$ cat config.mk
export PLATFORM = sky130hd
export DESIGN_NAME = oasl_top
export DESIGN_NICKNAME = d
export VERILOG_FILES = /design/src/logic/oasl_pkg.sv /design/src/logic/oasl_rx.sv /design/src/logic/oasl_tx.sv /design/src/logic/oasl_top.sv
export SDC_FILE = /design/constraint.sdc
export NUM_CORES = 2
export LEC_CHECK = 0
export ABC_AREA = 1
export BUFFER_PORTS_ARGS = -buffer_cell sky130_fd_sc_hd__clkbuf_2
export CORE_UTILIZATION = 45
export CTS_CLUSTER_DIAMETER = 80
export DETAILED_ROUTE_END_ITERATION = 8
export PLACE_DENSITY_LB_ADDON = 0.08
export SYNTH_ARGS = -nofsm -noshare
export SYNTH_HDL_FRONTEND = slang
export SYNTH_SLANG_ARGS = --single-unit
$ cat constraint.sdc
create_clock -name clock -period 3 [get_ports clock]
set_clock_uncertainty 0.15 [all_clocks]
set_input_delay 0.15 -clock clock [delete_from_list [all_inputs] [get_ports clock]]
set_output_delay 0.15 -clock clock [all_outputs]
set_load 0.005 [all_outputs]
$ cat src/logic/oasl_pkg.sv
// Shared constants and carrier types for the octal serial line block
package oasl_pkg;

  // ==========================================================
  // Clock and bit timing
  // ==========================================================
  localparam int CLK_HZ = 10_000_000;
  localparam int BAUD = 9600;
  localparam int BIT_CYC = CLK_HZ / BAUD;
  localparam int HALF_CYC = (BIT_CYC + 1) / 2;
  localparam logic [10:0] BIT_CNT = BIT_CYC[10:0];
  localparam logic [10:0] HALF_CNT = HALF_CYC[10:0];
  localparam logic [10:0] CNT_ONE = 11'h001;

  // ==========================================================
  // Register map, selected by the low address bits
  // ==========================================================
  localparam int NUM_LINES = 8;
  localparam logic [2:0] REG_DATA = 3'h0;
  localparam logic [2:0] REG_STATUS = 3'h1;
  localparam logic [2:0] REG_MODE = 3'h2;
  localparam logic [2:0] REG_CMD = 3'h3;
  localparam logic [2:0] REG_INT_SUM = 3'h4;
  localparam logic [2:0] REG_MDM_SUM = 3'h5;
  localparam logic [7:0] CMD_RST = 8'h00;
  localparam logic [7:0] MODE_RST = 8'h00;
  localparam logic [7:0] RDATA_RST = 8'h00;
  localparam logic [7:0] UNMAPPED_RD = 8'h00;

  // Frame sizes
  localparam logic [2:0] LAST_DATA_BIT = 3'h7;
  localparam logic [3:0] LAST_FRAME_BIT = 4'h9;

  // ==========================================================
  // Carrier types
  // ==========================================================
  typedef struct packed {
    logic [2:0] line;
    logic [2:0] sel;
  } oasl_addr_type;

  typedef struct packed {
    logic [1:0] spare;
    logic rcv_int_enable;
    logic err_reset;
    logic send_break;
    logic rcv_enable;
    logic xmt_int_enable;
    logic xmt_enable;
  } oasl_cmd_type;

  typedef struct packed {
    logic [7:0] data;
    logic ready;
    logic frame_err;
    logic overrun;
  } oasl_rx_type;

endpackage : oasl_pkg

$ cat src/logic/oasl_rx.sv
// One line receiver: start detect, deserializer and two-entry FIFO
`timescale 1ns/1ns
module oasl_rx (
  input wire logic clock, // System clock
  input wire logic arst_n, // Async reset, active low
  input wire logic rxd, // Serial input
  input wire logic enable, // Receive enable
  input wire logic pop, // Buffer read strobe
  input wire logic err_clr, // Error reset pulse
  output oasl_pkg::oasl_rx_type rx_out // Buffer head and flags
);
  import oasl_pkg::*;

  typedef enum logic [1:0] {RX_IDLE, RX_START, RX_DATA, RX_STOP} oasl_rx_state_type;

  oasl_rx_state_type state_ff, nxt_state;
  logic [10:0] cnt_ff, nxt_cnt, hi_ff, nxt_hi;
  logic [2:0] bits_ff, nxt_bits;
  logic [7:0] shift_ff, nxt_shift, fifo0_ff, nxt_fifo0, fifo1_ff, nxt_fifo1;
  logic [1:0] count_ff, nxt_count;
  logic prev_ff, ferr_ff, nxt_ferr, ovr_ff, nxt_ovr;
  logic push, bad_stop;

  // ==========================================================
  // Next state
  // ==========================================================
  always_comb begin
    nxt_state = state_ff;
    nxt_cnt = cnt_ff + CNT_ONE;
    nxt_bits = bits_ff;
    nxt_shift = shift_ff;
    nxt_fifo0 = fifo0_ff;
    nxt_fifo1 = fifo1_ff;
    nxt_count = count_ff;
    nxt_ferr = ferr_ff;
    nxt_ovr = ovr_ff;
    push = 1'b0;
    bad_stop = 1'b0;
    // High time saturates at half a bit
    nxt_hi = !rxd ? 11'h000 : (hi_ff == HALF_CNT) ? hi_ff : hi_ff + CNT_ONE;
    unique case (state_ff)
      RX_IDLE: begin
        // Only an edge after a half bit of idle counts
        if (prev_ff && !rxd && hi_ff == HALF_CNT) begin
          nxt_state = RX_START;
        end
        nxt_cnt = CNT_ONE;
      end
      RX_START: begin
        if (cnt_ff == HALF_CNT) begin
          // Glitch shorter than half a bit is not a start
          nxt_state = rxd ? RX_IDLE : RX_DATA;
          nxt_cnt = CNT_ONE;
          nxt_bits = 3'h0;
        end
      end
      RX_DATA: begin
        if (cnt_ff == BIT_CNT) begin
          nxt_shift = {rxd, shift_ff[7:1]};
          nxt_cnt = CNT_ONE;
          nxt_bits = bits_ff + 3'h1;
          if (bits_ff == LAST_DATA_BIT) begin
            nxt_state = RX_STOP;
          end
        end
      end
      RX_STOP: begin
        if (cnt_ff == BIT_CNT) begin
          push = 1'b1;
          bad_stop = !rxd;
          nxt_state = RX_IDLE;
        end
      end
    endcase
    // FIFO: pop first so a full buffer read frees room for a push
    if (pop && count_ff != 2'h0) begin
      nxt_fifo0 = fifo1_ff;
      nxt_count = count_ff - 2'h1;
    end
    if (err_clr) begin
      nxt_ferr = 1'b0;
      nxt_ovr = 1'b0;
    end
    if (push) begin
      if (nxt_count == 2'h2) begin
        nxt_ovr = 1'b1;
      end else begin
        if (nxt_count == 2'h0) begin
          nxt_fifo0 = shift_ff;
        end else begin
          nxt_fifo1 = shift_ff;
        end
        nxt_count = nxt_count + 2'h1;
        nxt_ferr = bad_stop;
      end
    end
    // Disabled receiver drops everything in flight
    if (!enable) begin
      nxt_state = RX_IDLE;
      nxt_count = 2'h0;
      nxt_ferr = 1'b0;
      nxt_ovr = 1'b0;
    end
  end

  // ==========================================================
  // Registers
  // ==========================================================
  always_ff @(posedge clock or negedge arst_n) begin
    if (!arst_n) begin
      state_ff <= RX_IDLE;
      cnt_ff <= 11'h000;
      hi_ff <= 11'h000;
      bits_ff <= 3'h0;
      shift_ff <= 8'h00;
      fifo0_ff <= 8'h00;
      fifo1_ff <= 8'h00;
      count_ff <= 2'h0;
      prev_ff <= 1'b0;
      ferr_ff <= 1'b0;
      ovr_ff <= 1'b0;
    end else begin
      state_ff <= nxt_state;
      cnt_ff <= nxt_cnt;
      hi_ff <= nxt_hi;
      bits_ff <= nxt_bits;
      shift_ff <= nxt_shift;
      fifo0_ff <= nxt_fifo0;
      fifo1_ff <= nxt_fifo1;
      count_ff <= nxt_count;
      prev_ff <= rxd;
      ferr_ff <= nxt_ferr;
      ovr_ff <= nxt_ovr;
    end
  end

  // Whole carrier from one assignment, fields in declared order
  assign rx_out = {fifo0_ff, (count_ff != 2'h0), ferr_ff, ovr_ff};

endmodule : oasl_rx

$ cat src/logic/oasl_tx.sv
// One line transmitter: holding register and serializer
`timescale 1ns/1ns
module oasl_tx (
  input wire logic clock, // System clock
  input wire logic arst_n, // Async reset, active low
  input wire logic enable, // Transmit enable
  input wire logic brk, // Send break
  input wire logic load, // Holding register write
  input wire logic [7:0] load_data, // Character written
  output logic txd, // Serial output, from a flop
  output logic ready, // Holding register empty
  output logic empty // Nothing left to send
);
  import oasl_pkg::*;

  logic [7:0] hold_ff, nxt_hold;
  logic [9:0] shift_ff, nxt_shift;
  logic [3:0] bits_ff, nxt_bits;
  logic [10:0] cnt_ff, nxt_cnt;
  logic full_ff, nxt_full, busy_ff, nxt_busy, txd_ff, nxt_txd;

  // ==========================================================
  // Next state
  // ==========================================================
  always_comb begin
    nxt_hold = hold_ff;
    nxt_shift = shift_ff;
    nxt_bits = bits_ff;
    nxt_cnt = cnt_ff + CNT_ONE;
    nxt_full = full_ff;
    nxt_busy = busy_ff;
    if (!busy_ff) begin
      // Disable only stalls the move; the held character survives
      if (enable && full_ff) begin
        nxt_shift = {1'b1, hold_ff, 1'b0};
        nxt_busy = 1'b1;
        nxt_full = 1'b0;
        nxt_bits = 4'h0;
      end
      nxt_cnt = CNT_ONE;
    end else if (cnt_ff == BIT_CNT) begin
      nxt_cnt = CNT_ONE;
      nxt_shift = {1'b1, shift_ff[9:1]};
      nxt_bits = bits_ff + 4'h1;
      if (bits_ff == LAST_FRAME_BIT) begin
        nxt_busy = 1'b0;
      end
    end
    // A write while full overwrites the held character
    if (load) begin
      nxt_hold = load_data;
      nxt_full = 1'b1;
    end
    // Break wins, idle rests high
    nxt_txd = brk ? 1'b0 : nxt_busy ? nxt_shift[0] : 1'b1;
  end

  // ==========================================================
  // Registers
  // ==========================================================
  always_ff @(posedge clock or negedge arst_n) begin
    if (!arst_n) begin
      hold_ff <= 8'h00;
      shift_ff <= 10'h3FF;
      bits_ff <= 4'h0;
      cnt_ff <= 11'h000;
      full_ff <= 1'b0;
      busy_ff <= 1'b0;
      txd_ff <= 1'b0;
    end else begin
      hold_ff <= nxt_hold;
      shift_ff <= nxt_shift;
      bits_ff <= nxt_bits;
      cnt_ff <= nxt_cnt;
      full_ff <= nxt_full;
      busy_ff <= nxt_busy;
      txd_ff <= nxt_txd;
    end
  end

  assign txd = txd_ff;
  assign ready = enable && !full_ff;
  assign empty = enable && !full_ff && !busy_ff;

endmodule : oasl_tx

$ cat src/logic/oasl_top.sv
// Eight-line asynchronous receiver/transmitter with interrupt scanner
`timescale 1ns/1ns

module oasl_top (
  input wire logic clock, // System clock, 10 MHz
  input wire logic arst_n, // Async reset, active low
  input oasl_pkg::oasl_addr_type addr, // Line and register select
  input wire logic [7:0] wdata, // Write data
  input wire logic wr_stb, // Write strobe
  input wire logic rd_stb, // Read strobe
  output logic [7:0] rdata, // Read data, cycle after strobe
  input wire logic chip_sel_n, // Chip select, active low
  input wire logic rdy_in, // Ready pin level, unused
  output logic rdy_out, // Ready pin drive value
  output logic rdy_oe, // Ready pin pulled low when high
  input wire logic irq_in, // Interrupt pin level, unused
  output logic irq_out, // Interrupt pin drive value
  output logic irq_oe, // Interrupt pin pulled low when high
  output logic int_line_num_msb, // Interrupting line bit 2
  output logic int_line_num_mid, // Interrupting line bit 1
  output logic int_line_num_lsb, // Interrupting line bit 0
  output logic service_direction, // High transmit, low receive
  input wire logic [7:0] rxd, // Serial inputs
  output logic [7:0] txd, // Serial outputs
  input wire logic [7:0] dsr_n, // Data set ready, active low
  input wire logic [7:0] carrier_det, // Carrier detect pins
  input wire logic factory_test_reset // Tied low on the board
);
  import oasl_pkg::*;

  typedef enum logic {SC_SCAN, SC_HALT} oasl_scan_type;

  // ==========================================================
  // Declarations
  // ==========================================================
  oasl_cmd_type cmd_ff [NUM_LINES];
  oasl_cmd_type nxt_cmd [NUM_LINES];
  logic [7:0] mode1_ff [NUM_LINES];
  logic [7:0] nxt_mode1 [NUM_LINES];
  logic [7:0] mode2_ff [NUM_LINES];
  logic [7:0] nxt_mode2 [NUM_LINES];
  logic [7:0] mptr_ff;
  logic [7:0] nxt_mptr;
  oasl_rx_type rx_st [NUM_LINES];
  logic [7:0] rx_ready;
  logic [7:0] tx_ready;
  logic [7:0] tx_empty;
  logic [7:0] pop;
  logic [7:0] load;
  logic [7:0] err_clr;
  logic [7:0] rdata_ff;
  logic [7:0] nxt_rdata;
  logic [7:0] status [NUM_LINES];
  logic [7:0] mchg_ff;
  logic [7:0] nxt_mchg;
  logic [7:0] dsr_prev_ff;
  logic [7:0] dcd_prev_ff;
  logic primed_ff;
  logic cs_prev_ff;
  logic rdy_oe_ff;
  logic nxt_rdy_oe;
  oasl_scan_type scan_ff;
  oasl_scan_type nxt_scan;
  logic [2:0] scan_line_ff;
  logic [2:0] nxt_scan_line;
  logic [2:0] int_line_ff;
  logic [2:0] nxt_int_line;
  logic dir_ff;
  logic nxt_dir;
  logic irq_oe_ff;
  logic nxt_irq_oe;
  logic data_acc;
  logic rx_cause;
  logic tx_cause;

  // ==========================================================
  // Per-line receivers and transmitters
  // ==========================================================
  // Data address shares one slot: read pops, write loads
  assign data_acc = (addr.sel == REG_DATA);

  for (genvar i = 0; i < NUM_LINES; i++) begin : g_line
    assign pop[i] = rd_stb && data_acc && addr.line == 3'(i);
    assign load[i] = wr_stb && data_acc && addr.line == 3'(i);
    assign err_clr[i] = wr_stb && addr.sel == REG_CMD && addr.line == 3'(i) && wdata[4];

    oasl_rx u_rx (
      .clock(clock),
      .arst_n(arst_n),
      .rxd(rxd[i]),
      .enable(cmd_ff[i].rcv_enable),
      .pop(pop[i]),
      .err_clr(err_clr[i]),
      .rx_out(rx_st[i])
    );

    oasl_tx u_tx (
      .clock(clock),
      .arst_n(arst_n),
      .enable(cmd_ff[i].xmt_enable),
      .brk(cmd_ff[i].send_break),
      .load(load[i]),
      .load_data(wdata),
      .txd(txd[i]),
      .ready(tx_ready[i]),
      .empty(tx_empty[i])
    );

    assign rx_ready[i] = rx_st[i].ready;
    // Status word: modem levels, errors, empty and ready flags
    assign status[i] = {~dsr_n[i], carrier_det[i], rx_st[i].frame_err,
                        rx_st[i].overrun, 1'b0, tx_empty[i], rx_ready[i], tx_ready[i]};
  end

  // ==========================================================
  // Command and mode registers
  // ==========================================================
  // Writes land here; any mode access or a command read moves the pointer
  always_comb begin
    nxt_mptr = mptr_ff;
    for (int i = 0; i < NUM_LINES; i++) begin
      nxt_cmd[i] = cmd_ff[i];
      nxt_mode1[i] = mode1_ff[i];
      nxt_mode2[i] = mode2_ff[i];
    end
    if ((wr_stb || rd_stb) && addr.sel == REG_MODE) begin
      // Any access flips between the two mode registers
      if (wr_stb && !mptr_ff[addr.line]) begin
        nxt_mode1[addr.line] = wdata;
      end
      if (wr_stb && mptr_ff[addr.line]) begin
        nxt_mode2[addr.line] = wdata;
      end
      nxt_mptr[addr.line] = !mptr_ff[addr.line];
    end
    if (rd_stb && addr.sel == REG_CMD) begin
      nxt_mptr[addr.line] = 1'b0;
    end
    if (wr_stb && addr.sel == REG_CMD) begin
      // Error reset acts once and is never stored
      nxt_cmd[addr.line] = oasl_cmd_type'(wdata & 8'hEF);
    end
  end

  // Reset leaves both directions of every line switched off
  always_ff @(posedge clock or negedge arst_n) begin
    if (!arst_n) begin
      mptr_ff <= 8'h00;
      for (int i = 0; i < NUM_LINES; i++) begin
        cmd_ff[i] <= oasl_cmd_type'(CMD_RST);
        mode1_ff[i] <= MODE_RST;
        mode2_ff[i] <= MODE_RST;
      end
    end else begin
      mptr_ff <= nxt_mptr;
      for (int i = 0; i < NUM_LINES; i++) begin
        cmd_ff[i] <= nxt_cmd[i];
        mode1_ff[i] <= nxt_mode1[i];
        mode2_ff[i] <= nxt_mode2[i];
      end
    end
  end

  // ==========================================================
  // Modem change summary
  // ==========================================================
  // Inputs are sampled each clock, so 100 ns pulses may show up too
  always_comb begin
    nxt_mchg = mchg_ff;
    if (rd_stb && addr.sel == REG_MDM_SUM) begin
      nxt_mchg = 8'h00;
    end
    // Set after clear so a change in the read cycle survives
    if (primed_ff) begin
      nxt_mchg = nxt_mchg | (dsr_n ^ dsr_prev_ff) | (carrier_det ^ dcd_prev_ff);
    end
  end

  // Previous pin samples feed the change detector
  always_ff @(posedge clock or negedge arst_n) begin
    if (!arst_n) begin
      mchg_ff <= 8'h00;
      dsr_prev_ff <= 8'h00;
      dcd_prev_ff <= 8'h00;
      primed_ff <= 1'b0;
    end else begin
      mchg_ff <= nxt_mchg;
      dsr_prev_ff <= dsr_n;
      dcd_prev_ff <= carrier_det;
      primed_ff <= 1'b1;
    end
  end

  // ==========================================================
  // Interrupt scanner
  // ==========================================================
  // One line per clock, so a waiting cause is seen within eight cycles of unhalted scanning
  assign rx_cause = rx_ready[scan_line_ff] && cmd_ff[scan_line_ff].rcv_int_enable;
  assign tx_cause = tx_ready[scan_line_ff] && cmd_ff[scan_line_ff].xmt_int_enable;

  // Halt on a cause, release on service or when the cause goes away
  always_comb begin
    nxt_scan = scan_ff;
    nxt_scan_line = scan_line_ff;
    nxt_int_line = int_line_ff;
    nxt_dir = dir_ff;
    unique case (scan_ff)
      SC_SCAN: begin
        if (rx_cause) begin
          nxt_scan = SC_HALT;
          nxt_int_line = scan_line_ff;
          nxt_dir = 1'b0;
        end else if (tx_cause) begin
          nxt_scan = SC_HALT;
          nxt_int_line = scan_line_ff;
          nxt_dir = 1'b1;
        end else begin
          nxt_scan_line = scan_line_ff + 3'h1;
        end
      end
      SC_HALT: begin
        // Service access or a vanished cause lets the scan move on
        if ((!dir_ff && (pop[scan_line_ff] || !rx_cause)) ||
            (dir_ff && (load[scan_line_ff] || !tx_cause))) begin
          nxt_scan = SC_SCAN;
          nxt_scan_line = scan_line_ff + 3'h1;
        end
      end
    endcase
    nxt_irq_oe = (nxt_scan == SC_HALT);
  end

  // Line number and direction hold after release
  always_ff @(posedge clock or negedge arst_n) begin
    if (!arst_n) begin
      scan_ff <= SC_SCAN;
      scan_line_ff <= 3'h0;
      int_line_ff <= 3'h0;
      dir_ff <= 1'b0;
      irq_oe_ff <= 1'b0;
    end else begin
      scan_ff <= nxt_scan;
      scan_line_ff <= nxt_scan_line;
      int_line_ff <= nxt_int_line;
      dir_ff <= nxt_dir;
      irq_oe_ff <= nxt_irq_oe;
    end
  end

  // ==========================================================
  // Bus ready from chip-select edges
  // ==========================================================
  // Edge detect on chip select drives the ready pull-down
  always_comb begin
    nxt_rdy_oe = rdy_oe_ff;
    if (cs_prev_ff && !chip_sel_n) begin
      nxt_rdy_oe = 1'b1;
    end else if (!cs_prev_ff && chip_sel_n) begin
      nxt_rdy_oe = 1'b0;
    end
  end

  // History starts high so leaving reset gives no false edge
  always_ff @(posedge clock or negedge arst_n) begin
    if (!arst_n) begin
      cs_prev_ff <= 1'b1;
      rdy_oe_ff <= 1'b0;
    end else begin
      cs_prev_ff <= chip_sel_n;
      rdy_oe_ff <= nxt_rdy_oe;
    end
  end

  // ==========================================================
  // Read data mux
  // ==========================================================
  // Zero outside read cycles so a stale value is never mistaken
  always_comb begin
    nxt_rdata = RDATA_RST;
    if (rd_stb) begin
      unique case (addr.sel)
        REG_DATA: nxt_rdata = rx_st[addr.line].data;
        REG_STATUS: nxt_rdata = status[addr.line];
        REG_MODE: nxt_rdata = mptr_ff[addr.line] ? mode2_ff[addr.line] : mode1_ff[addr.line];
        REG_CMD: nxt_rdata = cmd_ff[addr.line];
        REG_INT_SUM: nxt_rdata = {4'h0, int_line_ff, dir_ff};
        REG_MDM_SUM: nxt_rdata = mchg_ff;
        default: nxt_rdata = UNMAPPED_RD;
      endcase
    end
  end

  // Read data leave the block from a flop, one cycle late
  always_ff @(posedge clock or negedge arst_n) begin
    if (!arst_n) begin
      rdata_ff <= RDATA_RST;
    end else begin
      rdata_ff <= nxt_rdata;
    end
  end

  // ==========================================================
  // Outputs
  // ==========================================================
  // Open-drain pins only ever pull low
  // Line number pins are meaningful only while the interrupt is driven
  assign rdata = rdata_ff;
  assign rdy_out = 1'b0;
  assign rdy_oe = rdy_oe_ff;
  assign irq_out = 1'b0;
  assign irq_oe = irq_oe_ff;
  assign int_line_num_msb = int_line_ff[2];
  assign int_line_num_mid = int_line_ff[1];
  assign int_line_num_lsb = int_line_ff[0];
  assign service_direction = dir_ff;

endmodule : oasl_top

# Yosys cells after proc, flatten, opt, wreduce, memory -nomap -nowiden
# Cells that the tools add are included.
[totals]
ff_bits = 979
wordCells = 1222
[op_classes]
n_bitwise = 33
n_eq_ne = 175
reduce_logical = 234
n_addsub = 57
n_mux = 481
order_cmp = 6
[op_table]
columns = ["cell", "count"]
rows = [
  ["11-bit two-way mux", 50],
  ["8-bit two-way mux", 47],
  ["11-bit by 1-bit adder with 11-bit output, second input constant", 24],
  ["11-bit one-hot mux with 3 select lines", 8],
  ["10-bit two-way mux", 24],
  ["64-bit bitwise mux", 3],
  ["1-bit two-way mux", 181],
  ["11-bit by 10-bit == test with 1-bit output, second input constant", 16],
  ["11-bit == test, second input constant", 16],
  ["2-bit two-way mux", 88],
  ["8-bit binary-select mux with 3-bit select", 5],
  ["3-bit by 2-bit != test with 1-bit output, second input constant", 40],
  ["1-bit logical AND", 96],
  ["4-bit two-way mux", 24],
  ["2-bit nonzero test", 34],
  ["2-bit one-hot mux with 4 select lines", 8],
  ["3-bit two-way mux", 21],
  ["3-bit one-hot mux with 2 select lines", 9],
  ["2-bit AND reduction", 27],
  ["3-bit AND reduction", 17],
  ["2-bit by 1-bit != test with 1-bit output, second input constant", 25],
  ["2-bit == test, second input constant", 24],
  ["8-bit one-hot mux with 6 select lines", 1],
  ["3-bit == test, second input constant", 14],
  ["31 further kinds", 184],
]

# Depth between registers and ports, before layout
[logic_depth]
depth_word = 11
mapped_depth = 15
depth_no_buf = 15

# Cells and area by module
# From an unflattened synthesis, not the netlist that was laid out.
[hier_totals]
hier_cells = 5795
area_unflattened_um2 = 48295.1
[by_module_without_submodules]
columns = ["module", "n_inst", "cells_per_inst", "area_each_um2"]
rows = [
  ["oasl_rx at g_line[0].u_rx ...", 7, 347, 2824.0],
  ["oasl_top", 1, 1404, 11293.3],
  ["oasl_tx at g_line[1].u_tx ...", 3, 202, 1773.0],
  ["oasl_tx at g_line[5].u_tx ...", 2, 202, 1856.8],
  ["oasl_rx at g_line[5].u_rx", 1, 344, 2912.8],
  ["oasl_tx at g_line[0].u_tx", 1, 204, 1770.4],
  ["oasl_tx at g_line[7].u_tx", 1, 202, 1764.2],
  ["oasl_tx at g_line[4].u_tx", 1, 202, 1754.2],
]

# Worst setup path before layout
# Ideal clock, no wire load.
[synth_path]
path_type = "input port to flip-flop"
start = "in addr[0] (netlist name)"
end = "reg g_line[2].u_rx.fifo0_ff[6]"
arrival_ps = 2387
required_time_ps = 2768
slack_ps = 381
cell_stages = 12
path_cell_list = "nor2_1 -> nand3_1 -> nor2_2 -> nand2_1 -> clkbuf_1 -> o21ai_0 -> inv_1 -> ha_1 -> nand2_1 -> clkbuf_1 -> nor2_1 -> a31oi_1"
[synth_via]
elab_chain_cells = 9
word_cells_on_any_way = 11
[synth_lines]
columns = ["element", "line_no", "source"]
rows = [
  ["from (decl)", "oasl_top.sv:7", "input oasl_pkg::oasl_addr_type addr,"],
  ["3-bit logical NOT (*)", "oasl_top.sv:80", "assign data_acc = (addr.sel == REG_DATA);"],
  ["1-bit logical AND (*) (2 in series)", "oasl_top.sv:83", "assign pop[i] = rd_stb && data_acc && addr.line == 3'(i);"],
  ["1-bit logical AND (*)", "oasl_rx.sv:76", "if (pop && count_ff != 2'h0) begin"],
  ["2-bit two-way mux", "oasl_rx.sv:76", ""],
  ["2-bit logical NOT", "oasl_rx.sv:88", "if (nxt_count == 2'h0) begin"],
  ["8-bit two-way mux", "oasl_rx.sv:88", ""],
  ["8-bit two-way mux", "oasl_rx.sv:85", "if (nxt_count == 2'h2) begin"],
  ["8-bit two-way mux (*)", "oasl_rx.sv:84", "if (push) begin"],
  ["via g_line[2].u_rx.nxt_fifo0[6]", "oasl_rx.sv:19", "logic [7:0] shift_ff, nxt_shift, fifo0_ff, nxt_fifo0, fifo1_ff, nxt_fifo1;"],
  ["to (signal assigned)", "oasl_rx.sv:128", "fifo0_ff <= nxt_fifo0;"],
  ["to (decl)", "oasl_rx.sv:19", ""],
]
# Mark *: on every way through the listed nets, which the timed path passes. The rest lies on a longest branch.
# A chain may end at the register's enable or synchronous reset.

# Final worst setup path
[layout_path]
start = "in addr[2] (netlist name)"
end = "reg g_line[4].u_rx.fifo0_ff[4]"
[layout_via]
elab_chain_cells = 9
word_cells_on_any_way = 11
[layout_lines]
columns = ["element", "line_no"]
rows = [
  ["3-bit logical NOT (*)", "oasl_top.sv:80"],
  ["1-bit logical AND (*) (2 in series)", "oasl_top.sv:83"],
  ["1-bit logical AND (*)", "oasl_rx.sv:76"],
  ["2-bit two-way mux", "oasl_rx.sv:76"],
  ["2-bit logical NOT", "oasl_rx.sv:88"],
  ["8-bit two-way mux", "oasl_rx.sv:88"],
  ["8-bit two-way mux", "oasl_rx.sv:85"],
  ["8-bit two-way mux (*)", "oasl_rx.sv:84"],
  ["via g_line[4].u_rx.nxt_fifo0[4]", "oasl_rx.sv:19"],
  ["to (signal assigned)", "oasl_rx.sv:128"],
  ["to (decl)", "oasl_rx.sv:19"],
]
# Marked as above.

==> metrics.txt <==
status=completed; Async SR Flop Fraction=100%; Achievable Freq=369 MHz; R2R depth=13; register area=24400 um^2; initial antenna violation count=4; syn_area_per_cell=8.43 um^2; total wire length=121000 um; hpwl dp=84200 um; H-tree Lvls=3; Fin Hold WS=0.0723 ns; Yosys cell types=53; Placed Instances=6961; Yosys warning count=0; fin nets=5962; Req. time, crit path=3.40 ns; latest clock arrival within the worst-skew pair=0.69 ns; cell accounting for the most synthesized area=dfrtp_1; min Tclk post-route=2.71 ns; Hold EP=mptr_ff[4]; Worst path slowest cell=dlygate4sd3_1; Fillers=9843; post-route insts no fill=7227; most frequent cells after synthesis=1265 x nand2_1, 890 x dfrtp_1, 808 x inv_1; Slew HR=39.5%; DR vias=37400; clk root buf=clkbuf_16; Startpoint Class=input pin; GRT Total Usage=23.3%; GRT overflow=0; Die Height=325 um; # DRC=0; Area Growth Syn to Fin=14.5%; CTS buffer count=112; total clock sinks=971; slack of the worst reg-to-reg path=0.34 ns; WS Path Type=input pin to flop; VDD IR-drop max=0.000416 V; r2r endpoint=scan_line_ff[0]; Seq/Total Area, Yosys=52.0%; period utilisation layout=90.3%; Hold Vio Cnt, Final=0; flop and latch count out of synthesis=971; area of the multi-input gates=18700 um^2; die area=106000 um^2; DP Area=49300 um^2; Crit. End Element=flop; Leak Pwr=0.0256 uW; largest net degree at the start of global routing=112; Hold Crit Class=input pin to flop; top-count cell post-synth=nand2_1; drt first pass iters=6; Starting Density=45.3%; most frequent cell on the critical path=nand2_1; gpl congestion=0.913; max-cap viol count=0; Pwr Total=34400 uW; Ports=70; Mapped Area=46900 um^2; Post-synth EDFFs=0; vias in the first global route=36800; Worst-path clk slew=0.06 ns; layout cell share with drive strength beyond 1=9.12%; Ant. Diodes=0; ys flop type=dfrtp_1; WHS Path Cells=5; detailed-route wire length per cell=16.8 um; first-pass GRT wire length=199000 um; crit path DAT=3.11 ns; hold_sp=addr[5]; Row Count=118; vias per inst=5.17; die span in x=325 um; post-route ant nets=0; Design Area, Final=53800 um^2; largest cells by area after synthesis=dfrtp_1 47%, nand2_1 10%, o21ai_0 6.5%, inv_1 6.5%, dfstp_2 4.5%; worst path cell trace=dlygate4sd3_1, clkbuf_2, inv_1, nand3_1, buf_4, nor2_1, nand2_1, xor2_1, inv_1, ha_1, nor2_1, nand2_1, nand2_1, o21ai_0; Worst-Margin Slew=0.905 ns; Initial DRC Count=2751; Final Slew Violations=0; TNS Setup=0 ns; Post-CTS Setup Repair Bufs=0; Core Region=103000 um^2; crit-path max cell delay=0.59 ns; RSZ-0062 raised after global routing=no; Worst R2R Start=scan_line_ff[0]; area share of the largest cell type after synthesis=47.5%; clock buffer depth=3; pwr/cell area=640 nW/um^2; worst-path fanout max=16; CTS tree=done; I/O Buffers=64; final setup fails=0; Synth Instances=5568
## cell type report
class                   count  share of cell area [%]
inverters                 824                    5.75
repair buffers            249                    3.72
multi-input cells        3596                    34.8
flip-flops and latches    971                    45.4
clock buffers             181                    6.45
well taps                1380                    3.21
clock inverters            26                   0.642
## through the flow
stage | util [%] | worst slack (ns)
2_1_floorplan | - | 0.381
3_3_place_gp | 47.7 | 0.313
3_5_place_dp | 47.7 | 0.226
4_1_cts | 51.9 | 0.272
5_1_grt | 51.9 | 0.0664
6_report | 51.9 | 0.292
## routing by layer
layer / routed length [um] / GRT usage, % / vias to the layer above
li1: - / - / 18600
met1: 55800 / 31.8 / 17900
met2: 56700 / 38.4 / 684
met3: 5080 / 3.15 / 240
met4: 3740 / 7.23 / 6
met5: 41 / 0 / -
## logic make-up (layout without fill, tap and decap cells)
logic type / count (synthesis) / count (layout) / synth area share (%)
other: 2 / 3 / 0.0160
AOI/OAI and AO/OA: 1029 / 1029 / 12.3
buffers and inverters: 1002 / 1280 / 8.15
muxes: 44 / 44 / 1.06
and+or+nand+nor: 2301 / 2301 / 21.1
xor gates and xnor gates: 57 / 57 / 1.06
DFF: 971 / 971 / 52.0
adders and majority gates: 162 / 162 / 4.32
## where the power goes
part	internal [uW]	switching, uW	total, uW
sequential	14800	1040	15800
clock	8530	5460	14000
combinational	1640	2940	4580
## worst max-delay path: cells and delay by family
| family | cells | cell delay (ns) |
|---|---|---|
| xor+xnor | 1 | 0.28 |
| compound gates | 1 | 0.09 |
| fa+ha+maj | 1 | 0.23 |
| simple gates | 6 | 1.09 |
| buf+inv | 5 | 1.26 |
## sequential cells by signal, summed over array words and instances (netlist names), 16 cells and up
register / cells
g_line.u_rx.hi_ff: 88
mode1_ff: 64
g_line.u_rx.cnt_ff: 88
g_line.u_tx.shift_ff: 80
cmd_ff: 56
g_line.u_rx.state_ff: 16
mode2_ff: 64
g_line.u_rx.fifo0_ff: 64
g_line.u_rx.fifo1_ff: 64
g_line.u_tx.bits_ff: 32
g_line.u_tx.cnt_ff: 88
g_line.u_rx.bits_ff: 24
g_line.u_tx.hold_ff: 64
g_line.u_rx.count_ff: 16
g_line.u_rx.shift_ff: 64
## worst max path at each step
stage	depth (start not counted)	end	slack [ns]	start
final	14	g_line[4].u_rx.fifo0_ff[4]	0.29	addr[2]
after global routing	14	g_line[4].u_rx.fifo0_ff[1]	0.07	addr[2]
after CTS	10	g_line[4].u_rx.fifo0_ff[3]	0.27	g_line[4].u_rx.count_ff[0]
after detailed placement	13	g_line[4].u_rx.fifo0_ff[4]	0.23	addr[2]
after global placement	13	g_line[4].u_rx.fifo0_ff[2]	0.31	addr[0]
after floorplan	12	g_line[2].u_rx.fifo0_ff[6]	0.38	addr[0]
## placed cells by master (no fill, tap or decap), types with 63 or more instances in the layout
master / instances
ha_1: 162
o21ai_0: 612
dfstp_2: 81
nor2_1: 335
nand4_1: 82
nand3_1: 344
a21oi_1: 163
clkbuf_16: 117
clkbuf_2: 63
nor3_1: 138
buf_4: 117
nand2_1: 1264
dfrtp_1: 890
inv_1: 808
## timing repair
| item | in CTS | in global routing |
|---|---|---|
| gates resized for setup | 0 | 1 |
| hold buffers | 59 | 0 |
| endpoints found under the setup margin | 0 | 2 |
| endpoints found under the hold margin | 1081 | 0 |
Note: power is estimated with default switching activity, not from simulation.
